File: src/core/feat_pkg.sv
// Package: feature register offsets, layouts, resets and command codes
package feat_pkg;

  // Feature addresses
  localparam logic [7:0] ADDR_LOCK_RANGE   = 8'ha0;
  localparam logic [7:0] ADDR_CONFIG       = 8'hb0;
  localparam logic [7:0] ADDR_STATUS       = 8'hc0;
  localparam logic [7:0] ADDR_FLIP_THRESH  = 8'h10;

  // Command opcodes
  localparam logic [7:0] CMD_SET_FEATURE   = 8'h1f;
  localparam logic [7:0] CMD_GET_FEATURE   = 8'h0f;
  localparam logic [7:0] CMD_WRITE_ENABLE  = 8'h06;
  localparam logic [7:0] CMD_WRITE_DISABLE = 8'h04;
  localparam logic [7:0] CMD_PROG_EXECUTE  = 8'h10;
  localparam logic [7:0] CMD_PROTECT_EXEC  = 8'h2a;
  localparam logic [7:0] CMD_BLOCK_ERASE   = 8'hd8;

  // Lock range field positions
  localparam int LOCK_WB_BIT = 7;
  localparam int LOCK_HI_BIT = 5;
  localparam int LOCK_LO_BIT = 3;
  // Config field positions
  localparam int CFG_ID_BIT    = 6;
  localparam int CFG_ECC_BIT   = 4;
  localparam int CFG_PROT_BIT  = 2;
  localparam int CFG_FAST_BIT  = 1;
  localparam int CFG_PAUSE_BIT = 0;
  // Status field positions
  localparam int ST_CORR_LO_BIT = 4;
  localparam int ST_PFAIL_BIT   = 3;
  localparam int ST_EFAIL_BIT   = 2;
  localparam int ST_WEL_BIT     = 1;
  localparam int ST_BUSY_BIT    = 0;
  localparam int THRESH_LO_BIT  = 4;

  // Writable masks; reserved bits stay zero
  localparam logic [7:0] LOCK_MASK   = 8'hb8;
  localparam logic [7:0] CONFIG_MASK = 8'h57;
  localparam logic [7:0] THRESH_MASK = 8'hf0;

  // Power-on values
  localparam logic [7:0] LOCK_RESET   = 8'h38;
  localparam logic [7:0] CONFIG_RESET = 8'h12;
  localparam logic [7:0] THRESH_RESET = 8'h00;

  // Correction result encodings
  localparam logic [1:0] CORR_NONE  = 2'h0;
  localparam logic [1:0] CORR_BELOW = 2'h1;
  localparam logic [1:0] CORR_FAIL  = 2'h2;
  localparam logic [1:0] CORR_ABOVE = 2'h3;

  // Byte-level frame from the serial shifter
  typedef struct packed {
    logic       start;
    logic       byte_valid;
    logic [7:0] byte_data;
    logic       frame_end;
  } frame_in_t;

  // Page read result from the read engine
  typedef struct packed {
    logic       done;
    logic       uncorrectable;
    logic [3:0] flip_count;
  } read_result_t;

  // Array operation result from the program/erase engines
  typedef struct packed {
    logic done;
    logic is_erase;
    logic fail;
  } op_result_t;

  // Settings presented to the rest of the device
  typedef struct packed {
    logic [2:0] lock_range;
    logic       id_read_mode_on;
    logic       ecc_on;
    logic       protect_mode_on;
    logic       fast_page_read_on;
    logic       pause_disable;
    logic       write_enable_latch;
  } settings_t;

endpackage

File: src/core/serial_nand_feature_regs.sv
// Feature and status register set of a serial NAND device
//
// Overview of operation
// Lock bits frozen when write-protect low, blocker set
// Three lock bits encode locked range, default all
// ID-read bit selects parameter/unique ID mode
// Correction enable bit, default on
// Protect execute accepted only with protect bit
// Fast page read bit, default on
// Pause disable bit turns hold off
// Host disables pause before quad loads
// Correction state reports last page read
// Flip count compared with threshold nibble
// Program fail bit reflects last program
// Erase fail bit reflects last erase
// Write latch reads state, default zero
// Only enable/disable commands change write latch
// Busy flag high during internal operation
// Get-feature repeats the selected byte
// Busy and fail flags refreshed each byte
// Fail flags hold until next accepted command
// Output continues until chip select high
// Reserved bits read zero
// Settings survive reset command, power-on defaults
// Array writes ignored while write latch clear
// Set-feature: opcode, address, data, commit at end
`timescale 1ns/1ps
`default_nettype none
module serial_nand_feature_regs
  import feat_pkg::*;
(
  // Clock and power-on reset
  input  wire logic                   clk_sys_i,
  input  wire logic                   resetn_i,
  // Byte stream from the serial shifter
  input  wire feat_pkg::frame_in_t    frame_i,
  input  wire logic                   load_byte_i,
  input  wire logic                   write_protect_n_i,
  // Engine status
  input  wire logic                   busy_i,
  input  wire feat_pkg::read_result_t read_res_i,
  input  wire feat_pkg::op_result_t   op_res_i,
  // Readback byte for the shifter
  output logic [7:0]                  tx_byte_o,
  output logic                        tx_active_o,
  // Settings and command grants
  output feat_pkg::settings_t         settings_o,
  output logic                        array_cmd_accept_o,
  output logic                        protect_cmd_accept_o
);

  typedef enum logic [3:0] {
    ST_OPCODE = 4'b0001,
    ST_ADDR   = 4'b0010,
    ST_DATA   = 4'b0100,
    ST_OUTPUT = 4'b1000
  } phase_t;

  typedef enum logic [1:0] {
    KIND_NONE = 2'h0,
    KIND_SET  = 2'h1,
    KIND_GET  = 2'h2
  } kind_t;

  // Whole module state
  typedef struct packed {
    phase_t     phase;
    kind_t      kind;
    logic [7:0] opcode;
    logic [7:0] addr;
    logic [7:0] wdata;
    logic       wdata_ok;
    logic [7:0] lock_reg;
    logic [7:0] config_reg;
    logic [7:0] thresh_reg;
    logic [1:0] corr_reg;
    logic       pfail_reg;
    logic       efail_reg;
    logic       wel_reg;
    logic [7:0] tx_byte;
    logic       tx_active;
    logic       array_acc;
    logic       prot_acc;
  } state_t;

  state_t     st_reg;
  state_t     st_next;
  logic [1:0] graded;
  logic [7:0] live_byte;
  logic       lock_frozen;
  logic       cmd_taken;

  // Correction grading kept apart so the threshold compare is reusable
  corr_grade u_grade (
    .res_i    (read_res_i),
    .thresh_i (st_reg.thresh_reg[7:THRESH_LO_BIT]),
    .state_o  (graded)
  );

  // Readback mux built from live state each byte
  always_comb begin
    live_byte = 8'h00;
    if (st_reg.addr == ADDR_LOCK_RANGE) begin
      live_byte = st_reg.lock_reg & LOCK_MASK;
    end else if (st_reg.addr == ADDR_CONFIG) begin
      live_byte = st_reg.config_reg & CONFIG_MASK;
    end else if (st_reg.addr == ADDR_FLIP_THRESH) begin
      live_byte = st_reg.thresh_reg & THRESH_MASK;
    end else if (st_reg.addr == ADDR_STATUS) begin
      live_byte[ST_CORR_LO_BIT+1:ST_CORR_LO_BIT] = st_reg.corr_reg;
      live_byte[ST_PFAIL_BIT] = st_reg.pfail_reg;
      live_byte[ST_EFAIL_BIT] = st_reg.efail_reg;
      live_byte[ST_WEL_BIT]   = st_reg.wel_reg;
      live_byte[ST_BUSY_BIT]  = busy_i;
    end
  end

  // Lock field is frozen only with the pin low and the blocker set
  assign lock_frozen = !write_protect_n_i && st_reg.lock_reg[LOCK_WB_BIT];

  // A write command that the device accepts
  assign cmd_taken = frame_i.byte_valid && st_reg.phase == ST_OPCODE &&
                     !busy_i &&
                     (((frame_i.byte_data == CMD_PROG_EXECUTE ||
                        frame_i.byte_data == CMD_BLOCK_ERASE) && st_reg.wel_reg) ||
                      (frame_i.byte_data == CMD_PROTECT_EXEC && st_reg.wel_reg &&
                       st_reg.config_reg[CFG_PROT_BIT]));

  // Next-state logic
  always_comb begin
    st_next           = st_reg;
    st_next.array_acc = 1'b0;
    st_next.prot_acc  = 1'b0;

    // Frame start resets the decoder
    if (frame_i.start) begin
      st_next.phase    = ST_OPCODE;
      st_next.kind     = KIND_NONE;
      st_next.wdata_ok = 1'b0;
    end

    if (frame_i.byte_valid) begin
      case (st_reg.phase)
        ST_OPCODE: begin
          st_next.opcode = frame_i.byte_data;
          st_next.phase  = ST_ADDR;
          if (frame_i.byte_data == CMD_SET_FEATURE) begin
            st_next.kind = KIND_SET;
          end else if (frame_i.byte_data == CMD_GET_FEATURE) begin
            st_next.kind = KIND_GET;
          end else begin
            st_next.kind = KIND_NONE;
          end
          // Latch only moves on its own two commands
          if (frame_i.byte_data == CMD_WRITE_ENABLE) begin
            st_next.wel_reg = 1'b1;
          end else if (frame_i.byte_data == CMD_WRITE_DISABLE) begin
            st_next.wel_reg = 1'b0;
          end
          // Array writes need the latch; protect also needs its mode bit
          if (cmd_taken) begin
            st_next.array_acc = frame_i.byte_data != CMD_PROTECT_EXEC;
            st_next.prot_acc  = frame_i.byte_data == CMD_PROTECT_EXEC;
            st_next.pfail_reg = 1'b0;
            st_next.efail_reg = 1'b0;
          end
        end
        ST_ADDR: begin
          st_next.addr  = frame_i.byte_data;
          st_next.phase = (st_reg.kind == KIND_GET) ? ST_OUTPUT : ST_DATA;
        end
        ST_DATA: begin
          if (st_reg.kind == KIND_SET && !st_reg.wdata_ok) begin
            st_next.wdata    = frame_i.byte_data;
            st_next.wdata_ok = 1'b1;
          end
        end
        ST_OUTPUT: begin
          st_next.phase = ST_OUTPUT;
        end
        default: begin
          st_next.phase = ST_OPCODE;
        end
      endcase
    end

    // Repeated byte reload while the get frame lasts
    if (st_reg.phase == ST_OUTPUT && st_reg.kind == KIND_GET) begin
      st_next.tx_active = 1'b1;
      if (load_byte_i) begin
        st_next.tx_byte = live_byte;
      end
    end else if (st_reg.phase == ST_ADDR && st_reg.kind == KIND_GET &&
                 frame_i.byte_valid) begin
      st_next.tx_active = 1'b1;
    end

    // Commit set-feature at frame end; chip select high ends output
    if (frame_i.frame_end) begin
      st_next.tx_active = 1'b0;
      st_next.phase     = ST_OPCODE;
      st_next.kind      = KIND_NONE;
      if (st_reg.kind == KIND_SET && st_reg.wdata_ok) begin
        if (st_reg.addr == ADDR_LOCK_RANGE && !lock_frozen) begin
          st_next.lock_reg = st_reg.wdata & LOCK_MASK;
        end else if (st_reg.addr == ADDR_CONFIG) begin
          st_next.config_reg = st_reg.wdata & CONFIG_MASK;
        end else if (st_reg.addr == ADDR_FLIP_THRESH) begin
          st_next.thresh_reg = st_reg.wdata & THRESH_MASK;
        end
      end
    end

    // Engine results; correction state only valid with correction on
    if (read_res_i.done) begin
      st_next.corr_reg = st_reg.config_reg[CFG_ECC_BIT] ? graded : CORR_NONE;
    end
    if (op_res_i.done) begin
      if (op_res_i.is_erase) begin
        st_next.efail_reg = op_res_i.fail;
      end else begin
        st_next.pfail_reg = op_res_i.fail;
      end
    end
  end

  // State register; only power-on resets settings, reset commands never do
  always_ff @(posedge clk_sys_i) begin
    if (!resetn_i) begin
      st_reg            <= '0;
      st_reg.phase      <= ST_OPCODE;
      st_reg.kind       <= KIND_NONE;
      st_reg.lock_reg   <= LOCK_RESET;
      st_reg.config_reg <= CONFIG_RESET;
      st_reg.thresh_reg <= THRESH_RESET;
    end else begin
      st_reg <= st_next;
    end
  end

  // Outputs straight from flip-flops
  assign tx_byte_o                     = st_reg.tx_byte;
  assign tx_active_o                   = st_reg.tx_active;
  assign array_cmd_accept_o            = st_reg.array_acc;
  assign protect_cmd_accept_o          = st_reg.prot_acc;
  assign settings_o.lock_range         = st_reg.lock_reg[LOCK_HI_BIT:LOCK_LO_BIT];
  assign settings_o.id_read_mode_on    = st_reg.config_reg[CFG_ID_BIT];
  assign settings_o.ecc_on             = st_reg.config_reg[CFG_ECC_BIT];
  assign settings_o.protect_mode_on    = st_reg.config_reg[CFG_PROT_BIT];
  assign settings_o.fast_page_read_on  = st_reg.config_reg[CFG_FAST_BIT];
  assign settings_o.pause_disable      = st_reg.config_reg[CFG_PAUSE_BIT];
  assign settings_o.write_enable_latch = st_reg.wel_reg;
endmodule
`default_nettype wire

File: src/core/corr_grade.sv
// Grades a page read result into the two-bit correction state
`timescale 1ns/1ps
`default_nettype none
module corr_grade
  import feat_pkg::*;
(
  // Read result and threshold
  input  wire feat_pkg::read_result_t res_i,
  input  wire logic [3:0]             thresh_i,
  // Graded state
  output logic [1:0]                  state_o
);
  // Threshold compare against the flip counter nibble
  always_comb begin
    if (res_i.uncorrectable) begin
      state_o = CORR_FAIL;
    end else if (res_i.flip_count == 4'h0) begin
      state_o = CORR_NONE;
    end else if (res_i.flip_count < thresh_i) begin
      state_o = CORR_BELOW;
    end else begin
      state_o = CORR_ABOVE;
    end
  end
endmodule
`default_nettype wire

File: config.mk
export PLATFORM = sky130hd
export DESIGN_NAME = serial_nand_feature_regs
export DESIGN_NICKNAME = d
export VERILOG_FILES = /design/src/core/feat_pkg.sv /design/src/core/serial_nand_feature_regs.sv /design/src/core/corr_grade.sv
export SDC_FILE = /design/constraint.sdc
export NUM_CORES = 1
export LEC_CHECK = 0
export BUFFER_PORTS_ARGS = -buffer_cell sky130_fd_sc_hd__buf_2
export CORE_MARGIN = 2
export CORE_UTILIZATION = 56
export CTS_CLUSTER_SIZE = 40
export DETAILED_ROUTE_END_ITERATION = 10
export PLACE_DENSITY = 0.75
export SLEW_MARGIN = 5
export SYNTH_ARGS = -nofsm -noshare
export SYNTH_HDL_FRONTEND = slang
export SYNTH_SLANG_ARGS = --single-unit
File: constraint.sdc
create_clock -name clk_sys_i -period 1.98 [get_ports clk_sys_i]
set_input_delay 0.099 -clock clk_sys_i [delete_from_list [all_inputs] [get_ports clk_sys_i]]
set_output_delay 0.099 -clock clk_sys_i [all_outputs]
set_load 0.01 [all_outputs]
# Word level (Yosys, flattened, before mapping)

Cells that the tools add are included.

Register bits: 60

Muxes and demuxes: 30
Order comparisons: 1
Reduce and logical (&&, ||, !) cells: 32
Bitwise gates (word level): 3
Eq/ne operators: 18

Operators by type and width:

| kind                 | number |
|---|---|
| $eq A8 B8 Y1 const B | 4 |
| $mux W31             | 1 |
| $eq A8 B5 Y1 const B | 3 |
| $mux W8              | 3 |
| $mux W2              | 9 |
| $mux W6              | 3 |
| $mux W9              | 2 |
| $eq A8 B3 Y1 const B | 2 |
| $pmux W4 S4          | 1 |
| $logic_and A1 B1 Y1  | 13 |
| $mux W10             | 1 |
| $reduce_and A3 Y1    | 3 |
| $eq A8 B4 Y1 const B | 1 |
| $eq A8 B6 Y1 const B | 1 |
| $ne A8 B6 Y1 const B | 1 |
| $reduce_and A4 Y1    | 2 |
| $mux W1              | 7 |
| $mux W3              | 2 |
| $reduce_and A2 Y1    | 3 |
| $reduce_and A5 Y1    | 1 |
| $eq A4 B1 Y1 const B | 1 |
| $eq A4 B2 Y1 const B | 1 |
| $eq A4 B3 Y1 const B | 1 |
| $eq A4 B4 Y1 const B | 1 |
| other kinds (10)     | 17 |

# Longest topological paths before layout

Gate-level depths: netlist of the first run.

Depth in word-level cells: 10
Gate-level depth with buffers: 6

# Modules after synthesis

A second synthesis of the first run with hierarchy kept.

Cell total of the unflattened synthesis: 289
Area total of the unflattened synthesis: 2680.1 µm²

By module, submodules not included:

| module                   | cells an instance | sequential area each (µm²) | times used | area each (µm²) |
|---|---|---|---|---|
| serial_nand_feature_regs | 276               | 1041.0                     | 1          | 2567.5 |
| corr_grade               | 13                | 0.0                        | 1          | 112.6 |

# Worst setup path after synthesis of the first run

OpenSTA, ideal clock, no wires.

Path kind: register to register
Start point: register st_reg[68] (netlist bit)
End point: register st_reg, in the netlist array_cmd_accept_o
Setup time: 0.062 ns
Data required time: 1.918 ns
Data arrival time: 1.419 ns
Period minus slack after synthesis: 1.481 ns
Path buffers: 1
Cell stages (with the launch flop): 6
Path slack: 0.499 ns
Path through: dfxtp_1 buf_6 nor4b_4 nand2_2 a2111oi_4 and4b_1

Longest elaborated chain between the ends: 5

RTL lines:

| what                              | line                                                             | RTL |
|---|---|---|
| from (decl)                       | serial_nand_feature_regs.sv:86                                   | `state_t st_reg;` |
| from (signal assigned)            | serial_nand_feature_regs.sv:237                                  | `st_reg <= st_next;` |
| $eq A4 B1 Y1 (*)                  | serial_nand_feature_regs.sv:122, serial_nand_feature_regs.sv:143 |  |
| $logic_and A1 B1 Y1 (2 in series) | serial_nand_feature_regs.sv:122                                  | `assign cmd_taken = frame_i.byte_valid && st_reg.phase == ST_OPCODE &&` |
| $logic_and A1 B1 Y1               | serial_nand_feature_regs.sv:123                                  | `!busy_i &&` |
| $reduce_and A4 Y1 (no line) (*)   | n/a                                                              |  |

Every way passes the cells marked *; elsewhere a longest branch is shown, timed or not.
A chain may end at the register's enable or synchronous reset.

# Worst setup path after layout of the first run

Start point: register st_reg[49] (netlist bit)
End point: register st_reg, in the netlist settings_o[6]

Longest elaborated chain between the ends: 3

RTL lines:

| what                        | line                            | RTL |
|---|---|---|
| $eq A8 B8 Y1                | serial_nand_feature_regs.sv:204 | `if (st_reg.addr == ADDR_LOCK_RANGE && !lock_frozen) begin` |
| $logic_and A1 B1 Y1         | serial_nand_feature_regs.sv:204 |  |
| $reduce_and A3 Y1 (no line) | n/a                             |  |

No other way between the ends.

==> flow_results.xml, run 1 <==
<?xml version="1.0" encoding="UTF-8"?>
<metrics>
  <group name="setup_path">
    <metric name="max_stage_delay" unit="ps">490</metric>
    <metric name="worstPathMaxFanout" unit="">4</metric>
    <metric name="critPathSlowestCell" unit="">nor4_2</metric>
    <metric name="crit_chain" unit="">nor4_2 &gt; o2111ai_1 &gt; mux2i_1 &gt; nand2_1</metric>
    <metric name="critPathBufInv" unit="">0</metric>
    <metric name="critical_path_required" unit="ps">2180</metric>
    <metric name="cp-start-kind" unit="">flip-flop</metric>
    <metric name="crit_type" unit="">flip-flop to flip-flop</metric>
    <metric name="worst_ep_arrival_time" unit="ps">1910</metric>
    <metric name="cp-end-kind" unit="">flip-flop</metric>
    <metric name="timing.critical_path.max_delay_family" unit="">simple AND/OR/NAND/NOR gates</metric>
  </group>
  <group name="floorplanning">
    <metric name="floorplan.die_area" unit="sq um">5370</metric>
    <metric name="io_pins" unit="">45</metric>
    <metric name="dieHeight" unit="um">73.3</metric>
    <metric name="floorplan.initialDensity" unit="">0.577</metric>
    <metric name="coreArea" unit="sq um">4660</metric>
    <metric name="chipWidth" unit="um">73.3</metric>
    <metric name="num_rows" unit="">25</metric>
  </group>
  <group name="sta">
    <metric name="measured_slew_at_the_worst_slew_check_pin" unit="ps">630</metric>
    <metric name="slew_headroom" unit="">0.580</metric>
    <metric name="setup_viol" unit="">0</metric>
    <metric name="period_minus_slack" unit="ps">1720</metric>
    <metric name="rsz0062_at_grt" unit="">false</metric>
    <metric name="finalHoldViolations" unit="">0</metric>
    <metric name="layout_worst_path_cycle_share" unit="">0.867</metric>
    <metric name="holdWs" unit="ps">11.9</metric>
    <metric name="fin_setup_tns" unit="ps">0</metric>
    <metric name="final-max-slew-violation-count" unit="">0</metric>
    <metric name="achievable_clock_frequency" unit="MHz">583</metric>
    <metric name="skew" unit="ps">8.76</metric>
  </group>
  <group name="cells_and_area">
    <metric name="finish.instance_area" unit="sq um">2930</metric>
    <metric name="antennaDiodeCount" unit="">0</metric>
    <metric name="area.growth.synth_to_final" unit="%">9.07</metric>
    <metric name="fraction_of_final_layout_cells_sized_beyond_drive_strength_1" unit="">0.218</metric>
    <metric name="nets" unit="">340</metric>
    <metric name="max_reg_flops" unit="">32</metric>
    <metric name="finalNonFillerCells" unit="">366</metric>
  </group>
  <group name="clock_tree">
    <metric name="root_buffer" unit="">clkbuf_8</metric>
    <metric name="tritoncts_buffers" unit="">5</metric>
    <metric name="clockBufferDepth" unit="">2</metric>
    <metric name="clkSlewWorstSetupHoldPaths" unit="ps">100</metric>
    <metric name="clock_sinks" unit="">52</metric>
    <metric name="htree_levels" unit="">2</metric>
    <metric name="cts_repair_resize_count" unit="">0</metric>
    <metric name="holdBufCountCts" unit="">0</metric>
    <metric name="tritoncts" unit="">built</metric>
    <metric name="insertion_delay" unit="ps">320</metric>
    <metric name="cts_setup_buffers" unit="">0</metric>
  </group>
  <group name="worst_hold_path">
    <metric name="hold_class" unit="">input pin to flip-flop</metric>
  </group>
  <group name="power_and_ir_drop">
    <metric name="finalPower" unit="mW">2.03</metric>
    <metric name="cellPowerDensity" unit="nW/um^2">692</metric>
    <metric name="vdd_drop_max" unit="V">0.000435</metric>
    <metric name="total_leakage_power" unit="nW">1.32</metric>
  </group>
  <group name="yosys">
    <metric name="synthesis.area" unit="sq um">2690</metric>
    <metric name="ys_types" unit="">57</metric>
    <metric name="netlist_instances" unit="">289</metric>
    <metric name="seq_area_frac_synth" unit="">0.387</metric>
    <metric name="async_flop_share" unit="">0</metric>
    <metric name="synth_flop_cell" unit="">dfxtp_1</metric>
    <metric name="synth-edff-count" unit="">0</metric>
    <metric name="syn_avg_cell_area" unit="sq um">9.30</metric>
    <metric name="ys_ff_latch" unit="">52</metric>
    <metric name="syn_nets" unit="">317</metric>
    <metric name="synth_warn" unit="">0</metric>
  </group>
  <group name="global_routing">
    <metric name="first_global_vias" unit="">1773</metric>
    <metric name="grt_pass1_wl" unit="um">9260</metric>
    <metric name="globalRouteTotalUtil" unit="">0.227</metric>
    <metric name="antenna_found_initial" unit="">0</metric>
    <metric name="grt_start_max_net_pins" unit="">50</metric>
    <metric name="grt_overflow" unit="">0</metric>
  </group>
  <group name="detailed_routing">
    <metric name="drt_pass1_iterations" unit="">4</metric>
    <metric name="route.antenna.remaining_nets" unit="">0</metric>
    <metric name="finalWirelength" unit="um">5660</metric>
    <metric name="num_vias" unit="">2096</metric>
    <metric name="drcViolationCount" unit="">0</metric>
    <metric name="post_drt_via_cell_ratio" unit="">5.73</metric>
    <metric name="routed_wire_length_per_instance" unit="um">15.5</metric>
    <metric name="drtIter0Drc" unit="">179</metric>
  </group>
  <group name="place">
    <metric name="port_buffers" unit="">44</metric>
    <metric name="dpl.cell_count" unit="">359</metric>
    <metric name="placed_cell_area" unit="sq um">2800</metric>
    <metric name="detailed_place_hpwl" unit="um">4120</metric>
    <metric name="gp_congestion" unit="">0.778</metric>
  </group>
  <group name="run_status">
    <metric name="run_status" unit="">finished clean</metric>
  </group>
  <group name="flow_run">
    <metric name="maxcap_viol_count" unit="">0</metric>
  </group>
</metrics>
-- cells in the mapped netlist, drive strengths merged (6+ instances only) --
cell    instances  area, sq um
inv            11         41.3
buf            26          184
nor2            7         26.3
nor2b          29          181
clkbuf          7         26.3
nand3          14         75.1
nand2          18         70.1
o21ai           8         40.0
nand4           8         50.1
and3            6         38.8
mux2i          29          290
dfxtp          52         1040
a21oi           9         45.0
-- per-stage QoR --
stage / util / setup WS (ps)
floorplan: - / 499
global placement: 0.602 / 293
detailed placement: 0.602 / 257
CTS: 0.629 / 251
global route: 0.629 / 128
finish: 0.629 / 264
-- final cells by class --
type	instances	area (sq um)
Multi-Input combinational cell	193	1400
Fill cell	402	1730
Clock buffer	5	68.8
Clock inverter	2	60.1
Timing Repair Buffer	49	258
Tap cell	54	67.6
Sequential cell	52	1040
Inverter	11	41.3
-- worst paths after layout --
check / start / end / slack (ps) / cells past startpoint
worst max-delay path: st_reg[49] / settings_o[6] / 260 / 4
worst min-delay path: op_res_i[1] / st_reg[13] / 10 / 2
worst max register to register: st_reg[49] / settings_o[6] / 260 / 4
worst min register to register: tx_byte_o[3] / tx_byte_o[3] / 450 / 2
-- where the power goes --
group          total, mW  switching (mW)  internal, mW
logic              0.119          0.0667        0.0523
registers           1.06         0.00863          1.05
clock network      0.849           0.351         0.497
-- layer usage --
metal | track usage | up-vias | wire, um
li1 | - | 1063 | -
met1 | 0.348 | 965 | 3000
met2 | 0.309 | 61 | 2250
met3 | 0.0576 | 7 | 334
met4 | 0.0667 | 0 | 71
met5 | 0 | - | 0
-- cells in the final DEF, fill, tap and decap left out, types with 7 or more instances in the layout --
cell	netlist	routed
dfxtp_1	52	52
buf_2	6	44
mux2i_1	29	29
nor2b_1	29	29
nand2_1	17	17
nand3_1	13	13
inv_1	11	11
a21oi_1	9	9
nand4_1	8	8
o21ai_0	8	8
nor2_1	7	7
-- cells by family (layout without fill, tap and decap cells) --
group | count (synthesis) | after routing | share of synthesized area
fa+ha+maj | 3 | 3 | 0.0140
flops | 52 | 52 | 0.387
xor+xnor | 1 | 1 | 0.00326
compound gates | 47 | 47 | 0.126
mux | 29 | 29 | 0.108
simple gates | 113 | 113 | 0.268
buf+inv | 44 | 67 | 0.0935
Power figures use the tool's default switching activity.
==> inputs of run 2 (changes only) <==
- CORE_UTILIZATION: 56 -> 30
- CTS_BUF_LIST: default -> sky130_fd_sc_hd__clkbuf_2 sky130_fd_sc_hd__clkbuf_4 sky130_fd_sc_hd__clkbuf_8
- PLACE_DENSITY: 0.75 -> 0.44
==> flow_results.xml, run 2 (synthesis results as in run 1) <==
<?xml version="1.0" encoding="UTF-8"?>
<metrics>
  <group name="run_status">
    <metric name="run_status" unit="">finished clean</metric>
  </group>
  <group name="setup_path">
    <metric name="worstReg2RegStart" unit="">st_reg[68]</metric>
    <metric name="worst_ep_arrival_time" unit="ps">1880</metric>
    <metric name="worst-r2r-setup-slack" unit="ps">300</metric>
    <metric name="r2r.worst_path.cells" unit="">4</metric>
    <metric name="critPathSlowestCell" unit="">or3_1</metric>
    <metric name="crit_type" unit="">flip-flop to flip-flop</metric>
    <metric name="critical_path_required" unit="ps">2180</metric>
    <metric name="regToRegEndpoint" unit="">st_reg[51]</metric>
    <metric name="max_stage_delay" unit="ps">570</metric>
    <metric name="crit_chain" unit="">nand3b_1 &gt; or3_1 &gt; mux2i_1 &gt; nor2b_1</metric>
    <metric name="cp-end-kind" unit="">flip-flop</metric>
    <metric name="worstPathMaxFanout" unit="">9</metric>
    <metric name="cp-start-kind" unit="">flip-flop</metric>
  </group>
  <group name="power_and_ir_drop">
    <metric name="finalPower" unit="mW">1.81</metric>
    <metric name="vdd_drop_max" unit="V">0.000288</metric>
    <metric name="p_clk_frac" unit="">0.346</metric>
    <metric name="power_switching_share" unit="">0.249</metric>
    <metric name="cell_internal_pwr" unit="mW">1.36</metric>
    <metric name="total_leakage_power" unit="nW">1.30</metric>
    <metric name="cellPowerDensity" unit="nW/um^2">609</metric>
    <metric name="total_switching_power" unit="mW">0.450</metric>
    <metric name="power_frac_comb" unit="">0.066</metric>
    <metric name="share_seq_of_total_power" unit="">0.588</metric>
  </group>
  <group name="clock_tree">
    <metric name="cts_setup_buffers" unit="">0</metric>
    <metric name="holdBufCountCts" unit="">0</metric>
    <metric name="tritoncts" unit="">built</metric>
    <metric name="root_buffer" unit="">clkbuf_8</metric>
    <metric name="clock_sinks" unit="">52</metric>
    <metric name="htree_levels" unit="">2</metric>
    <metric name="clockBufferDepth" unit="">2</metric>
    <metric name="cts_repair_resize_count" unit="">0</metric>
    <metric name="tritoncts_buffers" unit="">5</metric>
    <metric name="clkSlewWorstSetupHoldPaths" unit="ps">100</metric>
    <metric name="insertion_delay" unit="ps">310</metric>
  </group>
  <group name="floorplanning">
    <metric name="io_pins" unit="">45</metric>
    <metric name="coreArea" unit="sq um">8720</metric>
    <metric name="chipWidth" unit="um">98.7</metric>
    <metric name="num_rows" unit="">34</metric>
    <metric name="floorplan.initialDensity" unit="">0.308</metric>
    <metric name="floorplan.die_area" unit="sq um">9740</metric>
    <metric name="dieHeight" unit="um">98.7</metric>
  </group>
  <group name="cells_and_area">
    <metric name="finish.instance_area" unit="sq um">2960</metric>
    <metric name="most_common_cell_after_layout_fill_and_taps_aside" unit="">dfxtp_1</metric>
    <metric name="nets" unit="">340</metric>
    <metric name="number_of_filler_instances_in_the_final_layout" unit="">924</metric>
    <metric name="max_reg_flops" unit="">32</metric>
    <metric name="antennaDiodeCount" unit="">0</metric>
    <metric name="fraction_of_final_layout_cells_sized_beyond_drive_strength_1" unit="">0.220</metric>
    <metric name="area.growth.synth_to_final" unit="%">10.2</metric>
    <metric name="finalNonFillerCells" unit="">421</metric>
    <metric name="commonest_cells_after_routing_fill_and_taps_aside" unit="">dfxtp_1, buf_2, mux2i_1, nor2b_1, nand2_1</metric>
  </group>
  <group name="place">
    <metric name="gp_congestion" unit="">0.736</metric>
    <metric name="placed_cell_area" unit="sq um">2870</metric>
    <metric name="detailed_place_hpwl" unit="um">4850</metric>
    <metric name="dpl.cell_count" unit="">413</metric>
    <metric name="port_buffers" unit="">44</metric>
  </group>
  <group name="sta">
    <metric name="measured_slew_at_the_worst_slew_check_pin" unit="ps">568</metric>
    <metric name="period_minus_slack" unit="ps">1680</metric>
    <metric name="slew_headroom" unit="">0.621</metric>
    <metric name="skew" unit="ps">11.4</metric>
    <metric name="setup_viol" unit="">0</metric>
    <metric name="fin_setup_tns" unit="ps">0</metric>
    <metric name="final-max-slew-violation-count" unit="">0</metric>
    <metric name="finalHoldViolations" unit="">0</metric>
    <metric name="layout_worst_path_cycle_share" unit="">0.846</metric>
    <metric name="rsz0062_at_grt" unit="">false</metric>
    <metric name="achievable_clock_frequency" unit="MHz">597</metric>
  </group>
  <group name="worst_hold_path">
    <metric name="number_of_cells_traversed_by_the_worst_hold_path" unit="">2</metric>
    <metric name="hold_class" unit="">input pin to flip-flop</metric>
    <metric name="hold_path.startpoint" unit="">op_res_i[1]</metric>
    <metric name="holdPathEnd" unit="">st_reg[13]</metric>
  </group>
  <group name="flow_run">
    <metric name="maxcap_viol_count" unit="">0</metric>
  </group>
  <group name="detailed_routing">
    <metric name="finalWirelength" unit="um">6460</metric>
    <metric name="top_layer" unit="">met4</metric>
    <metric name="route.antenna.remaining_nets" unit="">0</metric>
    <metric name="routed_wire_length_per_instance" unit="um">15.3</metric>
    <metric name="met3_wirelength" unit="um">279</metric>
    <metric name="drtIter0Drc" unit="">62</metric>
    <metric name="num_vias" unit="">2081</metric>
    <metric name="drt-met1-wl" unit="um">3420</metric>
    <metric name="post_drt_via_cell_ratio" unit="">4.94</metric>
    <metric name="drcViolationCount" unit="">0</metric>
    <metric name="drt_pass1_iterations" unit="">4</metric>
    <metric name="met2WireLength" unit="um">2720</metric>
  </group>
  <group name="global_routing">
    <metric name="grt_pass1_wl" unit="um">10700</metric>
    <metric name="antenna_found_initial" unit="">0</metric>
    <metric name="first_global_vias" unit="">1957</metric>
    <metric name="grt_start_max_net_pins" unit="">50</metric>
    <metric name="globalRouteTotalUtil" unit="">0.138</metric>
    <metric name="grt_overflow" unit="">0</metric>
  </group>
</metrics>
## run 2: stage by stage
stage | hold slack, ps | setup WS [ps] | util
2_1_floorplan | 213 | 499 | -
3_3_place_gp | 342 | 320 | 0.329
3_5_place_dp | 355 | 332 | 0.329
4_1_cts | 10.7 | 297 | 0.340
5_1_grt | 28.3 | 163 | 0.340
6_report | 23.6 | 304 | 0.340
## run 2: how the worst max path moves through the flow
stage,end,from,slack [ps]
2_1_floorplan,array_cmd_accept_o,st_reg[68],500
3_3_place_gp,st_reg[50],st_reg[68],320
3_5_place_dp,st_reg[51],st_reg[68],330
4_1_cts,st_reg[51],st_reg[68],300
5_1_grt,st_reg[50],st_reg[68],160
6_report,st_reg[51],st_reg[68],300
## run 2: critical path, delay by kind of cell, from the launching register on
kind | cells | cell delay, ps
DFF | 1 | 540
muxes | 1 | 240
and+or+nand+nor | 3 | 780
## run 2: per-layer routing
layer  vias up  global-route usage
met4         0              0.0348
met2        48               0.200
met3         4              0.0333
li1       1063                   -
met5         -                   0
met1       966               0.205
## run 2: power groups by stage
| stage | Clock [mW] | Sequential (mW) | Combinational (mW) |
|---|---|---|---|
| 3_5_place_dp | 0 | 1.09 | 0.122 |
| 3_3_place_gp | 0 | 1.09 | 0.122 |
| 2_1_floorplan | 0 | 1.08 | 0.0691 |
| 4_1_cts | 0.661 | 1.06 | 0.122 |
| 5_1_grt | 0.698 | 1.06 | 0.135 |
| 6_report | 0.624 | 1.06 | 0.120 |
## run 2: area by class of cell
| type | count | area, sq um | area share |
|---|---|---|---|
| clock buffers | 5 | 68.8 | 0.0232 |
| clock inverters | 3 | 23.8 | 0.00802 |
| inverters | 11 | 41.3 | 0.0139 |
| multi-input cells | 193 | 1400 | 0.471 |
| flip-flops and latches | 52 | 1040 | 0.351 |
| well taps | 108 | 135 | 0.0456 |
| repair buffers | 49 | 258 | 0.0870 |
